## src/pkg/dsm_pkg.sv

```systemverilog
// shared constants and types for the dual-channel safety input monitor
package dsm_pkg;
  // =========================================================
  // register map (byte addresses)
  localparam logic [7:0] OFF_CTRL = 8'h00;
  localparam logic [7:0] OFF_TIMING = 8'h04;
  localparam logic [7:0] OFF_SELECT = 8'h08;
  localparam logic [7:0] OFF_STATUS = 8'h0c;
  localparam logic [7:0] OFF_FAULT = 8'h10;
  // =========================================================
  // reset values
  localparam logic [3:0] RST_FILTER = 4'h1;
  localparam logic [5:0] RST_DISC = 6'h02;
  localparam logic [1:0] RST_CFG = 2'h0;
  localparam logic [4:0] RST_SEL_A = 5'h00;
  localparam logic [4:0] RST_SEL_B = 5'h01;
  localparam logic [1:0] RST_PT = 2'h0;
  localparam logic [2:0] RST_SRC_A = 3'h0;
  localparam logic [2:0] RST_SRC_B = 3'h1;
  // =========================================================
  // limits
  localparam logic [5:0] DISC_MAX = 6'h3c;
  localparam int NUM_TERM = 18;
  localparam logic [4:0] LAST_EMBEDDED = 5'h0b;
  // =========================================================
  // timing
  localparam int CLK_HZ = 50000000;
  localparam int FILTER_UNIT_MS = 25;
  localparam int DISC_UNIT_MS = 50;
  localparam int FILTER_UNIT_CYC = CLK_HZ / 1000 * FILTER_UNIT_MS;
  localparam int DISC_UNIT_CYC = CLK_HZ / 1000 * DISC_UNIT_MS;
  localparam int SELFTEST_CYC = 16;
  // =========================================================
  // input configuration
  localparam logic [1:0] CFG_TWO_NC = 2'h0;
  localparam logic [1:0] CFG_TWO_OSSD = 2'h1;
  localparam logic [1:0] CFG_ONE_NC = 2'h2;
  localparam logic [1:0] PT_OFF = 2'h0;
  localparam logic [1:0] PT_TWO_SOURCES = 2'h2;

  typedef enum logic [2:0] {
    ST_SELFTEST = 3'b001,
    ST_FIRST = 3'b010,
    ST_RUN = 3'b100
  } dsm_mode_e;

  typedef struct packed {
    logic [1:0] cfg;
    logic [1:0] pulse_test;
    logic [2:0] src_a;
    logic [2:0] src_b;
    logic [4:0] sel_a;
    logic [4:0] sel_b;
    logic [3:0] filter;
    logic [5:0] disc;
    logic legacy;
    logic download;
  } dsm_cfg_s;
endpackage

```

## src/dsm_filter.sv

```systemverilog
// one channel input filter: accepts a level after it stays stable
`timescale 1ns/1ps
`default_nettype none
module dsm_filter #(
  parameter int UNIT_CYC = 1250000
) (
  // clock and reset
  input wire logic clk,
  input wire logic rst_n,
  // raw unsynchronised level and setting
  input wire logic raw,
  input wire logic [3:0] setting,
  // filtered level
  output logic level
);
  typedef struct packed {
    logic s1;
    logic s2;
    logic prev;
    logic [31:0] cnt;
    logic level;
  } dsm_filt_s;
  dsm_filt_s r;
  dsm_filt_s next_r;
  logic [31:0] limit;

  // filter length in cycles
  assign limit = 32'(setting) * 32'(UNIT_CYC);

  // two-stage sync then stability count
  always_comb begin
    next_r = r;
    next_r.s1 = raw;
    next_r.s2 = r.s1;
    next_r.prev = r.s2;
    // RQ20: edge restarts timer
    if (r.s2 != r.prev) begin
      next_r.cnt = 32'h0;
    end else if (r.cnt < limit) begin
      next_r.cnt = r.cnt + 32'h1;
    end
    if (r.s2 == r.prev && r.cnt >= limit) begin
      next_r.level = r.s2;
    end
  end

  // state register
  always_ff @(posedge clk or negedge rst_n) begin
    if (!rst_n) begin
      r <= '0;
    end else begin
      r <= next_r;
    end
  end

  assign level = r.level;
endmodule
`default_nettype wire

```

## src/dsm_monitor.sv

```systemverilog
// dual-channel safety input monitor with AXI4-Lite registers
// Behaviour
// RQ1: run mode only after self-tests pass
// RQ2: legacy first scan mismatch sets channel fault
// RQ3: current mode checks mismatch by discrepancy only
// RQ4: disabled discrepancy, entry mismatch gives no fault
// RQ5: enabled discrepancy entry fault per behaviour option
// RQ6: OSSD blip at entry, output rises later
// RQ7: disabled discrepancy, single drop lowers output
// RQ8: restore needs both channels low then high
// RQ9: quick single drop and return channel fault
// RQ10: single drop beyond discrepancy time faults
// RQ11: late return sets both faults
// RQ12: channel fault cleared by low-high cycle
// RQ13: discrepancy fault cleared by low-high cycle
// RQ14: one cycle clears both faults together
// RQ15: select two NC, two OSSD, one NC
// RQ16: pulse test off or two sources
// RQ17: channel from embedded or multipurpose terminals
// RQ18: filter time is setting times 25 ms
// RQ19: discrepancy 0 to 3 s, 50 ms
// RQ20: each edge restarts filter timer
// RQ21: channel fault forces output off
// RQ22: output high only when healthy and armed
// RQ23: separate sticky fault flags
`timescale 1ns/1ps
`default_nettype none
module dsm_monitor #(
  parameter int FILTER_UNIT = dsm_pkg::FILTER_UNIT_CYC,
  parameter int DISC_UNIT = dsm_pkg::DISC_UNIT_CYC,
  parameter int SELFTEST = dsm_pkg::SELFTEST_CYC
) (
  // clock and reset
  input wire logic clk,
  input wire logic rst_n,
  // terminals and self-test
  input wire logic [dsm_pkg::NUM_TERM-1:0] terminals,
  input wire logic selftest_ok,
  // monitor result
  output logic monitor_block_output,
  output logic channel_fault,
  output logic discrepancy_fault,
  output logic [2:0] test_source_a,
  output logic [2:0] test_source_b,
  output logic test_pulse_enable,
  // axi4-lite write address
  input wire logic [7:0] s_axi_awaddr,
  input wire logic s_axi_awvalid,
  output logic s_axi_awready,
  // axi4-lite write data
  input wire logic [31:0] s_axi_wdata,
  input wire logic [3:0] s_axi_wstrb,
  input wire logic s_axi_wvalid,
  output logic s_axi_wready,
  // axi4-lite write response
  output logic [1:0] s_axi_bresp,
  output logic s_axi_bvalid,
  input wire logic s_axi_bready,
  // axi4-lite read
  input wire logic [7:0] s_axi_araddr,
  input wire logic s_axi_arvalid,
  output logic s_axi_arready,
  output logic [31:0] s_axi_rdata,
  output logic [1:0] s_axi_rresp,
  output logic s_axi_rvalid,
  input wire logic s_axi_rready
);
  typedef struct packed {
    dsm_pkg::dsm_mode_e mode;
    logic [7:0] st_cnt;
    dsm_pkg::dsm_cfg_s cfg;
    logic [31:0] dcnt;
    logic dactive;
    logic chf;
    logic dcf;
    logic pend;
    logic entry;
    logic lowseen;
    logic outq;
    logic prev_a;
    logic prev_b;
    logic aw_got;
    logic w_got;
    logic [7:0] awaddr;
    logic [31:0] wdata;
    logic [3:0] wstrb;
    logic bvalid;
    logic [1:0] bresp;
    logic rvalid;
    logic [31:0] rdata;
    logic [1:0] rresp;
  } dsm_state_s;
  dsm_state_s r;
  dsm_state_s next_r;
  logic raw_a;
  logic raw_b;
  logic fa;
  logic fb;
  logic two_ch;
  logic disc_en;
  logic [31:0] disc_limit;

  // =========================================================
  // terminal selection
  // RQ17: terminal index select
  function automatic logic pick(input logic [dsm_pkg::NUM_TERM-1:0] t, input logic [4:0] s);
    logic v;
    v = 1'b0;
    if (s < 5'(dsm_pkg::NUM_TERM)) begin
      v = t[s];
    end
    return v;
  endfunction

  // register offset decode
  function automatic logic mapped(input logic [7:0] a);
    return a == dsm_pkg::OFF_CTRL || a == dsm_pkg::OFF_TIMING || a == dsm_pkg::OFF_SELECT ||
           a == dsm_pkg::OFF_STATUS || a == dsm_pkg::OFF_FAULT;
  endfunction

  assign raw_a = pick(terminals, r.cfg.sel_a);
  // RQ15: single contact mirrors first
  assign raw_b = (r.cfg.cfg == dsm_pkg::CFG_ONE_NC) ? raw_a : pick(terminals, r.cfg.sel_b);
  assign two_ch = r.cfg.cfg != dsm_pkg::CFG_ONE_NC;
  // RQ19: zero disables check
  assign disc_en = two_ch && r.cfg.disc != 6'h00;
  assign disc_limit = 32'(r.cfg.disc) * 32'(DISC_UNIT);

  // =========================================================
  // channel filters
  // RQ18: 25 ms filter units
  dsm_filter #(.UNIT_CYC(FILTER_UNIT)) u_filt_a (
    .clk(clk),
    .rst_n(rst_n),
    .raw(raw_a),
    .setting(r.cfg.filter),
    .level(fa)
  );
  dsm_filter #(.UNIT_CYC(FILTER_UNIT)) u_filt_b (
    .clk(clk),
    .rst_n(rst_n),
    .raw(raw_b),
    .setting(r.cfg.filter),
    .level(fb)
  );

  // =========================================================
  // monitor and bus next state
  always_comb begin
    next_r = r;
    next_r.prev_a = fa;
    next_r.prev_b = fb;
    case (r.mode)
      dsm_pkg::ST_SELFTEST: begin
        next_r.outq = 1'b0;
        // RQ1: self-test gates run
        if (selftest_ok && r.st_cnt >= 8'(SELFTEST)) begin
          next_r.mode = dsm_pkg::ST_FIRST;
        end else if (selftest_ok) begin
          next_r.st_cnt = r.st_cnt + 8'h01;
        end else begin
          next_r.st_cnt = 8'h00;
        end
      end
      dsm_pkg::ST_FIRST: begin
        next_r.mode = dsm_pkg::ST_RUN;
        next_r.pend = fa != fb;
        next_r.entry = fa != fb;
        next_r.lowseen = 1'b0;
        // RQ2: legacy first scan test
        if (r.cfg.legacy && two_ch && fa != fb) begin
          next_r.chf = 1'b1;
        end
        // RQ3: current defers to discrepancy
        // RQ5: entry mismatch starts timer
        if (disc_en && fa != fb) begin
          next_r.dactive = 1'b1;
          next_r.dcnt = 32'h0;
        end
        // RQ4: no output on entry mismatch
        next_r.outq = 1'b0;
      end
      dsm_pkg::ST_RUN: begin
        // discrepancy timer runs while channels disagree
        if (disc_en && fa != fb) begin
          if (!r.dactive) begin
            next_r.dactive = 1'b1;
            next_r.dcnt = 32'h0;
          end else if (r.dcnt < disc_limit) begin
            next_r.dcnt = r.dcnt + 32'h1;
          end
          // RQ10: mismatch outlasts window
          // RQ5: entry mismatch persists
          if (r.dactive && r.dcnt >= disc_limit) begin
            next_r.dcf = 1'b1;
          end
        end else begin
          next_r.dactive = 1'b0;
        end
        // single-channel drop arms the pending state
        // RQ7: drop without fault when disabled
        if (r.prev_a && r.prev_b && (fa != fb)) begin
          next_r.pend = 1'b1;
          next_r.entry = 1'b0;
          next_r.lowseen = 1'b0;
        end
        // RQ9: return within window
        // RQ11: late return also channel fault
        // entry mismatch is judged by the legacy first scan and discrepancy, never here
        if (disc_en && r.pend && !r.entry && !r.lowseen && fa && fb &&
            !(r.prev_a && r.prev_b)) begin
          next_r.chf = 1'b1;
        end
        // RQ8: both low arms recovery
        if (!fa && !fb) begin
          next_r.lowseen = 1'b1;
        end
        // RQ12: clear channel fault
        // RQ13: clear discrepancy fault
        // RQ14: one cycle clears both
        if (r.lowseen && fa && fb) begin
          next_r.chf = 1'b0;
          next_r.dcf = 1'b0;
          next_r.pend = 1'b0;
          next_r.entry = 1'b0;
          next_r.lowseen = 1'b0;
        end
        // RQ6: entry blip recovers on agreement
        if (r.pend && r.entry && !r.chf && !r.dcf && !r.cfg.legacy && fa && fb &&
            r.cfg.cfg == dsm_pkg::CFG_TWO_OSSD) begin
          next_r.pend = 1'b0;
          next_r.entry = 1'b0;
        end
        // RQ21: channel fault forces off
        // RQ22: output when healthy
        next_r.outq = fa && fb && !next_r.chf && !next_r.dcf && !next_r.pend;
      end
      default: begin
        next_r.mode = dsm_pkg::ST_SELFTEST;
      end
    endcase
    // a download restarts through self-test
    if (r.cfg.download) begin
      next_r.mode = dsm_pkg::ST_SELFTEST;
      next_r.st_cnt = 8'h00;
      next_r.cfg.download = 1'b0;
      next_r.outq = 1'b0;
      next_r.chf = 1'b0;
      next_r.dcf = 1'b0;
      next_r.pend = 1'b0;
      next_r.entry = 1'b0;
      next_r.dactive = 1'b0;
    end
    // write channel capture
    if (s_axi_awvalid && !r.aw_got) begin
      next_r.aw_got = 1'b1;
      next_r.awaddr = s_axi_awaddr;
    end
    if (s_axi_wvalid && !r.w_got) begin
      next_r.w_got = 1'b1;
      next_r.wdata = s_axi_wdata;
      next_r.wstrb = s_axi_wstrb;
    end
    if (r.aw_got && r.w_got && !r.bvalid) begin
      next_r.aw_got = 1'b0;
      next_r.w_got = 1'b0;
      next_r.bvalid = 1'b1;
      next_r.bresp = mapped(r.awaddr) ? 2'h0 : 2'h2;
      if (r.awaddr == dsm_pkg::OFF_CTRL && r.wstrb[0]) begin
        // RQ15: input configuration
        if (r.wdata[1:0] != 2'h3) begin
          next_r.cfg.cfg = r.wdata[1:0];
        end
        // RQ16: pulse test sources default next
        if (r.wdata[3:2] == dsm_pkg::PT_OFF || r.wdata[3:2] == dsm_pkg::PT_TWO_SOURCES) begin
          next_r.cfg.pulse_test = r.wdata[3:2];
        end
        next_r.cfg.legacy = r.wdata[4];
        next_r.cfg.download = r.wdata[5];
      end
      if (r.awaddr == dsm_pkg::OFF_CTRL && r.wstrb[1]) begin
        next_r.cfg.src_a = r.wdata[10:8];
        next_r.cfg.src_b = r.wdata[14:12];
      end
      if (r.awaddr == dsm_pkg::OFF_TIMING && r.wstrb[0]) begin
        next_r.cfg.filter = r.wdata[3:0];
      end
      // RQ19: clamp to three seconds
      if (r.awaddr == dsm_pkg::OFF_TIMING && r.wstrb[1]) begin
        next_r.cfg.disc = (r.wdata[13:8] > dsm_pkg::DISC_MAX) ? dsm_pkg::DISC_MAX : r.wdata[13:8];
      end
      if (r.awaddr == dsm_pkg::OFF_SELECT && r.wstrb[0]) begin
        next_r.cfg.sel_a = r.wdata[4:0];
      end
      if (r.awaddr == dsm_pkg::OFF_SELECT && r.wstrb[1]) begin
        next_r.cfg.sel_b = r.wdata[12:8];
      end
    end
    if (r.bvalid && s_axi_bready) begin
      next_r.bvalid = 1'b0;
    end
    // read channel
    if (s_axi_arvalid && !r.rvalid) begin
      next_r.rvalid = 1'b1;
      next_r.rresp = mapped(s_axi_araddr) ? 2'h0 : 2'h2;
      case (s_axi_araddr)
        dsm_pkg::OFF_CTRL: next_r.rdata = {17'h0, r.cfg.src_b, 1'b0, r.cfg.src_a, 2'h0,
                                           r.cfg.download, r.cfg.legacy, r.cfg.pulse_test,
                                           r.cfg.cfg};
        dsm_pkg::OFF_TIMING: next_r.rdata = {18'h0, r.cfg.disc, 4'h0, r.cfg.filter};
        dsm_pkg::OFF_SELECT: next_r.rdata = {19'h0, r.cfg.sel_b, 3'h0, r.cfg.sel_a};
        dsm_pkg::OFF_STATUS: next_r.rdata = {24'h0, fb, fa, r.pend, r.outq, 1'b0, r.mode};
        // RQ23: separate sticky flags
        dsm_pkg::OFF_FAULT: next_r.rdata = {30'h0, r.dcf, r.chf};
        default: next_r.rdata = 32'h0;
      endcase
    end
    if (r.rvalid && s_axi_rready) begin
      next_r.rvalid = 1'b0;
    end
  end

  // =========================================================
  // state register
  always_ff @(posedge clk or negedge rst_n) begin
    if (!rst_n) begin
      r <= '0;
      r.mode <= dsm_pkg::ST_SELFTEST;
      r.cfg.cfg <= dsm_pkg::RST_CFG;
      r.cfg.pulse_test <= dsm_pkg::RST_PT;
      r.cfg.src_a <= dsm_pkg::RST_SRC_A;
      r.cfg.src_b <= dsm_pkg::RST_SRC_B;
      r.cfg.sel_a <= dsm_pkg::RST_SEL_A;
      r.cfg.sel_b <= dsm_pkg::RST_SEL_B;
      r.cfg.filter <= dsm_pkg::RST_FILTER;
      r.cfg.disc <= dsm_pkg::RST_DISC;
    end else begin
      r <= next_r;
    end
  end

  // =========================================================
  // outputs
  assign monitor_block_output = r.outq;
  assign channel_fault = r.chf;
  assign discrepancy_fault = r.dcf;
  assign test_source_a = r.cfg.src_a;
  assign test_source_b = r.cfg.src_b;
  assign test_pulse_enable = r.cfg.pulse_test == dsm_pkg::PT_TWO_SOURCES;
  assign s_axi_awready = !r.aw_got;
  assign s_axi_wready = !r.w_got;
  assign s_axi_bvalid = r.bvalid;
  assign s_axi_bresp = r.bresp;
  assign s_axi_arready = !r.rvalid;
  assign s_axi_rvalid = r.rvalid;
  assign s_axi_rdata = r.rdata;
  assign s_axi_rresp = r.rresp;
endmodule
`default_nettype wire

```

## config.mk

```make
export PLATFORM = sky130hd
export DESIGN_NAME = dsm_monitor
export DESIGN_NICKNAME = d
export VERILOG_FILES = /design/src/pkg/dsm_pkg.sv /design/src/dsm_filter.sv /design/src/dsm_monitor.sv
export SDC_FILE = /design/constraint.sdc
export NUM_CORES = 1
export LEC_CHECK = 0
export ABC_AREA = 1
export BUFFER_PORTS_ARGS = -buffer_cell sky130_fd_sc_hd__buf_2
export CAP_MARGIN = 5
export CELL_PAD_IN_SITES_DETAIL_PLACEMENT = 1
export CELL_PAD_IN_SITES_GLOBAL_PLACEMENT = 2
export CORE_MARGIN = 3
export CORE_UTILIZATION = 36
export DETAILED_ROUTE_END_ITERATION = 10
export PLACE_DENSITY_LB_ADDON = 0.1
export SLEW_MARGIN = 10
export SYNTH_ARGS = -nofsm -noshare
export SYNTH_HDL_FRONTEND = slang
export SYNTH_HIERARCHICAL = 1
export SYNTH_SLANG_ARGS = --single-unit
```

## constraint.sdc

```tcl
create_clock -name clk -period 5.5 [get_ports clk]
set_input_delay 0.275 -clock clk [delete_from_list [all_inputs] [get_ports clk]]
set_output_delay 0.275 -clock clk [all_outputs]
set_load 0.02 [all_outputs]
```

; Yosys cells after proc, flatten, opt, wreduce, memory -nomap -nowiden
; Cells that the tools add are included.
[word_totals]
output_inout_bits = 51
elab_cells = 241
inputBits = 78
reg_bits = 221
[classes]
n_eq_ne = 32
n_reduce_logical = 98
order_cmp = 12
n_addsub = 4
mul = 2
mux = 51
[op_table]
columns = cell, n
row1 = 32-bit two-way mux, 7
row2 = 32-bit by 1-bit adder with 32-bit output (second input constant), 3
row3 = 15-bit one-hot mux with 5 select lines, 1
row4 = 34-bit one-hot mux with 2 select lines, 1
row5 = 32-bit by 25-bit greater-or-equal comparator with 1-bit output, 2
row6 = 32-bit by 25-bit < comparator with 1-bit output, 2
row7 = 1-bit logical AND, 43
row8 = 35-bit two-way mux, 1
row9 = 33-bit two-way mux, 1
row10 = 8-bit by 4-bit equality test with 1-bit output (second input constant), 4
row11 = 32-bit by 28-bit greater-or-equal comparator with 1-bit output, 1
row12 = 32-bit by 28-bit < comparator with 1-bit output, 1
row13 = 8-bit two-way mux, 3
row14 = 2-bit AND reduction, 12
row15 = 6-bit by 17-bit multiplier with 23-bit output (second input constant), 1
row16 = 4-bit by 17-bit multiplier with 21-bit output (second input constant), 1
row17 = 1-bit two-way mux, 19
row18 = 2-bit nonzero test, 9
row19 = 8-bit by 3-bit equality test with 1-bit output (second input constant), 2
row20 = 8-bit by 5-bit equality test with 1-bit output (second input constant), 2
row21 = 8-bit zero test, 2
row22 = 1-bit zero test, 15
row23 = 5-bit two-way mux, 3
row24 = 5-bit by 6-bit < comparator with 1-bit output (second input constant), 2
row25 = other kinds (30), 61

; Longest topological paths before layout
; Gate-level depths: netlist of the first run.
[depth]
word_depth = 17
depth_mapped = 29
depth_no_buf = 29

; Modules after synthesis
; The synthesis of the first run kept the hierarchy.
[modules_own_cells]
columns = module, area_per_inst_um2, cells_each, seq_area_each_um2, instances
row1 = dsm_monitor, 9240.1, 1200, 3209.3, 1
row2 = dsm_filter at u_filt_a, 3537.1, 497, 900.9, 1
row3 = dsm_filter at u_filt_b, 3528.4, 494, 900.9, 1

; Least setup slack after synthesis of the first run
; OpenSTA, ideal clock, no wires.
[synth_timing]
kind = reg-to-reg
start = register r[130] in the netlist's numbering
end = register r[112] in the netlist's numbering
t_arrival_ns = 4.471
n_path_buf = 2
path_slack_ns = 0.907
stages_incl_launch_ff = 29
setup_time_ns = 0.121
required_time_ns = 5.379
synth_period_minus_slack_ns = 4.593
path_cell_list = dfrtp_1 > ha_1 > inv_1 > fa_1 > fa_1 > inv_1 > ha_1 > nand2_1 > nand2_1 > o21ai_0 > o21ai_1 > nand2_1 > nand2_1 > nand3_1 > a21oi_1 > o21ai_0 > ha_1 > nand2_1 > inv_1 > nand3_1 > nor2_1 > nor2b_1 > nand2_1 > nand3_2 > nand2_2 > buf_6 > buf_8 > nand2_1 > o21ai_2
[synth_via]
elab_chain_cells = 5
elab_cells_between_ends = 9
cone_classes = mul (1) / order compare (1) / eq/ne (3) / reduce/logical (4)
[synth_lines]
columns = item, line
row1 = from (decl), dsm_monitor.sv:93  ; dsm_state_s r;
row2 = from (signal assigned), dsm_monitor.sv:338  ; r <= next_r;
row3 = branches (longest 4 deep; another with 32-bit by 28-bit < comparator with 1-bit output), --
row4 = 4-bit AND reduction (no line) *, --
; Every way passes the cells marked *.
; A chain may end at the register's enable or synchronous reset.

; Worst setup path after layout of the first run
[layout_timing]
start = register r[130] in the netlist's numbering
end = register r[114] in the netlist's numbering
; Same word-level chain as after synthesis.

==> flow_metrics.tcl, run 1 <==
set metrics [dict create \
    ys_types 56 \
    avgViaCountPerCell 5.04 \
    dieArea_um2 47900 \
    cts_sinks 200 \
    switching_share_pct 50.2 \
    p_switching_mw 3.18 \
    drive_gt1_share_pct 10.5 \
    cts_root_buffer "clkbuf_16" \
    maxCapViolations 0 \
    synth_warnings 6 \
    clkSlewWorstSetupHoldPaths_ns 0.09 \
    netlist_instances 2191 \
    vias 14400 \
    cellPowerDensity_nw_per_um2 353 \
    final_util_pct 40.4 \
    drt-pass1-iter-count 4 \
    r2r_cells 25 \
    clk_path_buf_depth 2 \
    hold_violations 0 \
    p_int_mw 3.16 \
    max_freq_mhz 196 \
    rrSetupSlack_ns 0.41 \
    arrival_ns 5.47 \
    combPwrFrac_pct 48.1 \
    grt_overflow_total 0 \
    min_path_cells 3 \
    clk_latency_ns 0.48 \
    n_fill_cell 5632 \
    routed_wl_mm 48.7 \
    final-seq-area_um2 5010 \
    die_w_um 219 \
    start_util_pct 36.6 \
    synth.yosys.seq_area_share_pct 30.7 \
    synth-main-ff-cell "dfrtp_1" \
    grtUsageTotal_pct 21.0 \
    worstReg2RegEnd "r[114]" \
    setup_violations 0 \
    layoutNonFillerInstCount 2869 \
    grt_pass1_wl_mm 80.0 \
    syn_area_per_cell_um2 7.44 \
    core_um2 44500 \
    hold_ws_ns 0.0378 \
    worstSetupPathType "reg2reg" \
    place.gp.congestion 0.813 \
    synth_area_um2 16300 \
    cts-buffers-inserted 17 \
    ios 129 \
    antenna_found_initial 1 \
    total_power_mw 6.33 \
    multi_input_area_um2 9730 \
    synth-edff-count 0 \
    fin_tns_setup_ns 0 \
    rr_startpoint "r[130]" \
    period_needed_ns 5.09 \
    outcome "complete, no violations" \
    cts_htree_levels 4 \
    synthArstFlopShare_pct 100 \
    holdPathEnd "r[38]" \
    grt_pass1_vias 15000 \
    antennaDiodeCount 0 \
    dp_hpwl_mm 38.3 \
    area_delta_synth_final_pct 10.2 \
    grt_start_max_net_pins 107 \
    drcViolationCount 0 \
    hold_path.class "in2reg" \
    port-buffer-count 88 \
    irDropWorstVdd_mv 0.471 \
    cp_max_fo 32 \
    crit_required_ns 5.88 \
    cp-end-kind "register" \
    clockPowerShare_pct 21.5 \
    placed_cells 2818 \
    wl_per_cell_um 17.0 \
    layout.nets 2528 \
    fin_skew_ns 0.0113 \
    rows 77 \
    drtIter0Drc 730 \
    die_h_um 219 \
    seq_power_share_pct 30.4 \
    ys_seq_elements 200 \
    hold_start "s_axi_wstrb[0]" \
    cts_tree "yes" \
    finalCritPeriodShare_pct 92.5 \
    power_leakage_nw 9.02 \
    rsz0062_at_grt "no" \
    worst_setup_path_start_kind "register" \
    worstMarginPinSlew_ns 1.07 \
    slew_violations 0 \
    ant_nets 0 \
    slew_headroom_pct 28.5 \
]
[registers in the layout, summed over array words and instances (netlist names), 2 cells and up]
register and count:
u_filt_b/next_r 2, s_axi_rdata 15, test_source_a 3, test_source_b 3, u_filt_a/r 33, u_filt_b/r 33
u_filt_a/next_r 2, r 100
[final cells by class]
cell class	instances	share of cell area [%]
Timing Repair Buffer	124	4.43
Tap cell	592	4.12
Clock inverter	14	1.00
Clock buffer	18	2.44
Sequential cell	200	27.9
Multi-Input combinational cell	1640	54.2
Inverter	281	5.92
[layer usage]
layer | wire length [µm] | GRT usage [%]
met5 | 13 | 0
met4 | 567 | 4.28
met3 | 1180 | 3.36
met2 | 23400 | 35.1
met1 | 23600 | 28.8
[placed cells by master, fill, tap and decap left out, drive strengths merged, types with 30 or more instances in the layout]
cell type and count:
inv 291, o21ai 118, xor2 64, nor3 51, nand2 538, nand4 37
nand3b 39, nand3 184, a21oi 97, dfrtp 195, buf 109, ha 172
xnor2 30, nor2 208
[how the worst max path moves through the flow]
stage,start,end,slack [ns],depth (start not counted)
3_3_place_gp,r[130],r[114],0.39,26
5_1_grt,r[130],r[114],0.0007,27
3_5_place_dp,r[130],r[114],0.28,27
4_1_cts,r[130],r[114],0.25,27
2_1_floorplan,r[130],r[112],0.91,28
6_report,r[130],r[114],0.41,25
[synth_stat cells, types with 7 or more instances]
library cell | n | area [µm²]
o22ai_1 | 9 | 56.3
nand3_1 | 173 | 866
inv_1 | 269 | 1010
clkbuf_1 | 24 | 90.1
nor3_1 | 48 | 240
nor2_1 | 197 | 739
xnor2_1 | 29 | 254
o21ai_1 | 9 | 45.0
buf_4 | 48 | 360
mux2_2 | 7 | 78.8
a21oi_1 | 93 | 465
buf_6 | 7 | 78.8
nand3b_1 | 39 | 293
a21o_1 | 9 | 67.6
inv_2 | 10 | 37.5
dfrtp_1 | 195 | 4880
xor2_1 | 64 | 561
nand2_1 | 528 | 1980
nand4_1 | 37 | 231
o21ai_0 | 87 | 435
fa_1 | 14 | 280
o21ai_2 | 22 | 193
nand3_2 | 11 | 110
nand2_2 | 8 | 50.1
ha_1 | 172 | 2150
[worst max-delay path, stage by stage, from the launching register on]
cell     delay, ns
dfrtp_1       0.48
ha_1          0.35
inv_1         0.06
fa_1          0.51
fa_1          0.57
inv_1         0.05
ha_1          0.35
a21oi_1       0.10
o21ai_0       0.28
a21oi_2       0.08
o21ai_0       0.35
nand2_1       0.16
nand3_1       0.11
nand2_1       0.07
ha_1          0.18
nand2_1       0.06
inv_1         0.04
o21ai_0       0.18
nand2_1       0.08
a21oi_1       0.19
nand3_2       0.17
nand2_2       0.16
buf_12        0.21
nand3_1       0.09
nand2_1       0.07
nor2_1        0.04
[through the flow]
stage / setup slack, ns / instance area [µm²]
floorplan: 0.907 / 16400
global placement: 0.385 / 17200
detailed placement: 0.281 / 17200
CTS: 0.252 / 17900
global route: 0.000724 / 18000
finish: 0.411 / 18000
[power by group through the flow]
| stage | Clock [mW] | Sequential, mW | Combinational, mW |
|---|---|---|---|
| floorplan | 0 | 1.86 | 2.36 |
| global placement | 0 | 1.95 | 3.00 |
| detailed placement | 0 | 1.95 | 3.08 |
| CTS | 1.42 | 1.93 | 3.11 |
| global route | 1.47 | 1.96 | 3.47 |
| finish | 1.36 | 1.93 | 3.04 |
[timing repair]
action	CTS	global route
gates resized for setup	0	6
setup buffers	0	4
endpoints found under the hold margin	116	0
setup endpoints to repair	0	29
hold buffers	15	0
[cell families (layout without fill, tap and decap cells)]
kind of cell	Yosys count	count (layout)	synth area share [%]
buffers and inverters	369	437	10.2
AO/OA/AOI/OAI	258	258	9.21
XOR/XNOR	94	94	5.10
other	1	19	0.0230
flip-flops	200	200	30.7
AND/OR/NAND/NOR	1076	1076	29.4
adder cells (fa/ha/maj)	186	186	14.9
multiplexers	7	7	0.483
Power figures use the tool's default switching activity.
==> run 2: changes to the inputs <==
SYNTH_HIERARCHICAL = unset   (was 1)
==> run 2 against run 1 <==
  * Non-clock buffer count decreased by 7
  * Count of clock-buffer cells in the layout increased by 2
  * Synthesized cell count fell by 8.9%
  * Cell area decreased by 8.1%
  * Clock power decreased by 5%
  * Via count decreased by 7.8%
  * Critical path type unchanged
  * Highest routed layer is now met4
==> flow_metrics.tcl, run 2 <==
set metrics [dict create \
    synth-edff-count 0 \
    wl_per_cell_um 17.7 \
    syn_area_per_cell_um2 7.52 \
    max_freq_mhz 197 \
    final_common_cell "nand2_1" \
    ys_types 50 \
    antenna_found_initial 0 \
    rrSetupSlack_ns 0.42 \
    drive_gt1_share_pct 8.23 \
    area_delta_synth_final_pct 9.95 \
    outcome "complete, no violations" \
    clk_path_buf_depth 2 \
    ys_seq_elements 200 \
    hold_violations 0 \
    rr_startpoint "r[128]" \
    maxCapViolations 0 \
    cts_root_buffer "clkbuf_16" \
    routed_wl_mm 46.2 \
    cp_max_fo 35 \
    drt-pass1-iter-count 4 \
    cp_slowest_stage_delay_ns 0.62 \
    cp-end-kind "register" \
    r2r_cells 27 \
    synth_area_leaders "dfrtp_1 33%, ha_1 12%, nand2_1 11%" \
    setup_violations 0 \
    drcViolationCount 0 \
    cp_num_cells 27 \
    path_common_cell "nand2_1" \
    yosysTopAreaCellShare_pct 32.5 \
    ant_nets 0 \
    core_um2 41000 \
    cellPowerDensity_nw_per_um2 399 \
    crit_required_ns 5.87 \
    postCtsSetupRepairBufs 0 \
    crit_slowest_cell "dfstp_2" \
    ys_top_cells_by_count "441 x nand2_1, 238 x inv_1, 197 x nor2_1" \
    grt_pass1_vias 13700 \
    fin_tns_setup_ns 0 \
    grtUsageTotal_pct 21.3 \
    clk_latency_ns 0.48 \
    rsz0062_at_grt "no" \
    synthArstFlopShare_pct 100 \
    cp-endpoint "r[102]" \
    die_w_um 210 \
    synth_area_um2 15000 \
    cts_htree_levels 4 \
    cts-buffers-inserted 17 \
    synth_warnings 0 \
    fin_skew_ns 0.0106 \
    power_leakage_nw 8.24 \
    cts_sinks 200 \
    antennaDiodeCount 0 \
    drtIter0Drc 577 \
    total_power_mw 6.58 \
    dp_hpwl_mm 36.0 \
    worst_setup_path_start_kind "register" \
    worstSetupPathType "reg2reg" \
    period_needed_ns 5.08 \
    slew_headroom_pct 35.5 \
    synth-main-ff-cell "dfrtp_1" \
    grt_start_max_net_pins 105 \
    vias 13300 \
    worstMarginPinSlew_ns 0.964 \
    worstReg2RegEnd "r[102]" \
    place.gp.congestion 0.845 \
    layout_top_registers "r (100), u_filt_a.r (33), u_filt_b.r (33)" \
    yosysMostFrequentCell "nand2_1" \
    irDropWorstVdd_mv 0.273 \
    arrival_ns 5.45 \
    path_delay_family "adder cells" \
    regMostFlops "r" \
    ios 129 \
    largest_reg_flops 100 \
    cp-startpoint "r[128]" \
    grt_pass1_wl_mm 74.6 \
    cp.buffers_inverters 3 \
    synth.largest_area_cell "dfrtp_1" \
    netlist_instances 1997 \
    die_h_um 210 \
    finalCritPeriodShare_pct 92.3 \
    clkSlewWorstSetupHoldPaths_ns 0.08 \
    avgViaCountPerCell 5.11 \
    cts_tree "yes" \
    slew_violations 0 \
    hold_start "s_axi_wdata[14]" \
    port-buffer-count 88 \
    dieArea_um2 44200 \
    synth.yosys.seq_area_share_pct 33.4 \
    rows 74 \
    grt_overflow_total 0 \
    hold_path.class "in2reg" \
    layout.nets 2304 \
    start_util_pct 36.6 \
    layout_common_cells "441 x nand2_1, 238 x inv_1, 197 x nor2_1, 195 x dfrtp_1, 173 x nand3_1" \
]
[run 2: cell count changes in the layout (fill, tap and decap cells not counted), sizes merged, moves of 5 or more]
cell and change:
a21o -5, dlygate4sd3 -6, ha -23, inv -45, nand2 -93, nand3 -10, nand3b -16, nor2 -11
nor3 +11
[run 2: cell type report]
| type | count | area (µm²) |
|---|---|---|
| Fill cell | 5113 | 24500 |
| Sequential cell | 200 | 5010 |
| Clock inverter | 12 | 135 |
| Clock buffer | 20 | 437 |
| Multi-Input combinational cell | 1490 | 8630 |
| Timing Repair Buffer | 117 | 728 |
| Inverter | 239 | 897 |
| Tap cell | 532 | 666 |
[run 2: metrics by stage]
step	hold slack, ns	setup slack (ns)	cell area (µm²)	util, %	cells
detailed placement	0.341	0.387	15800	38.6	2569
global route	0.00878	0.0137	16500	40.2	2610
global placement	0.334	0.478	15800	38.6	2569
finish	0.0377	0.424	16500	40.2	2610
floorplan	-0.0206	0.944	15100	-	2015
CTS	0.00111	0.368	16500	40.2	2610
[run 2: cells by family after synthesis]
group | after synthesis | share of synthesized area [%]
AO/OA/AOI/OAI | 261 | 9.40
other | 1 | 0.0250
buffers and inverters | 325 | 9.63
adder cells (fa/ha/maj) | 161 | 14.0
AND/OR/NAND/NOR | 953 | 27.8
XOR/XNOR | 89 | 5.24
flip-flops | 200 | 33.4
multiplexers | 7 | 0.525
[run 2: power by group]
| group | internal (mW) | switching, mW |
|---|---|---|
| registers | 1.70 | 0.183 |
| clock network | 0.642 | 0.649 |
| logic | 0.998 | 2.41 |
| total | 3.34 | 3.24 |
[run 2: worst register-to-register path: stages, from the launching register on]
cell,delay [ns]
dfstp_2,0.62
inv_1,0.17
ha_1,0.34
ha_1,0.21
fa_1,0.46
ha_1,0.26
fa_1,0.41
nand2_1,0.08
nand2_1,0.05
o21ai_0,0.18
o21ai_1,0.15
nand2_1,0.08
nand2_1,0.10
nand3_1,0.13
nand2_1,0.07
xor2_1,0.15
ha_1,0.29
nand2_1,0.07
inv_1,0.04
o21ai_0,0.13
nand3b_1,0.09
a21oi_1,0.19
nand3_2,0.13
nand2_4,0.13
buf_12,0.21
nand3_1,0.10
nand2_1,0.08
nor2_1,0.05
[run 2: how the worst min path moves through the flow]
stage / depth (start not counted) / end
floorplan: 0 / channel_fault
global placement: 0 / u_filt_a.next_r[33]
detailed placement: 0 / u_filt_a.next_r[33]
CTS: 2 / r[56]
global route: 2 / r[56]
finish: 2 / r[56]
[run 2: timing repair]
action | 4_1_cts | 5_1_grt
resized for setup | 0 | 1
setup endpoints to repair | 0 | 2
hold buffers | 9 | 0
endpoints found under the hold margin | 103 | 0
[run 2: layer usage]
| metal | part of all wire, % | track usage, % | vias to the layer above |
|---|---|---|---|
| met5 | 0 | 0 | - |
| met4 | 1.7 | 5.51 | 0 |
| met3 | 2.5 | 3.29 | 38 |
| met2 | 48 | 35.9 | 141 |
| met1 | 48 | 28.8 | 6521 |
| li1 | - | - | 6626 |
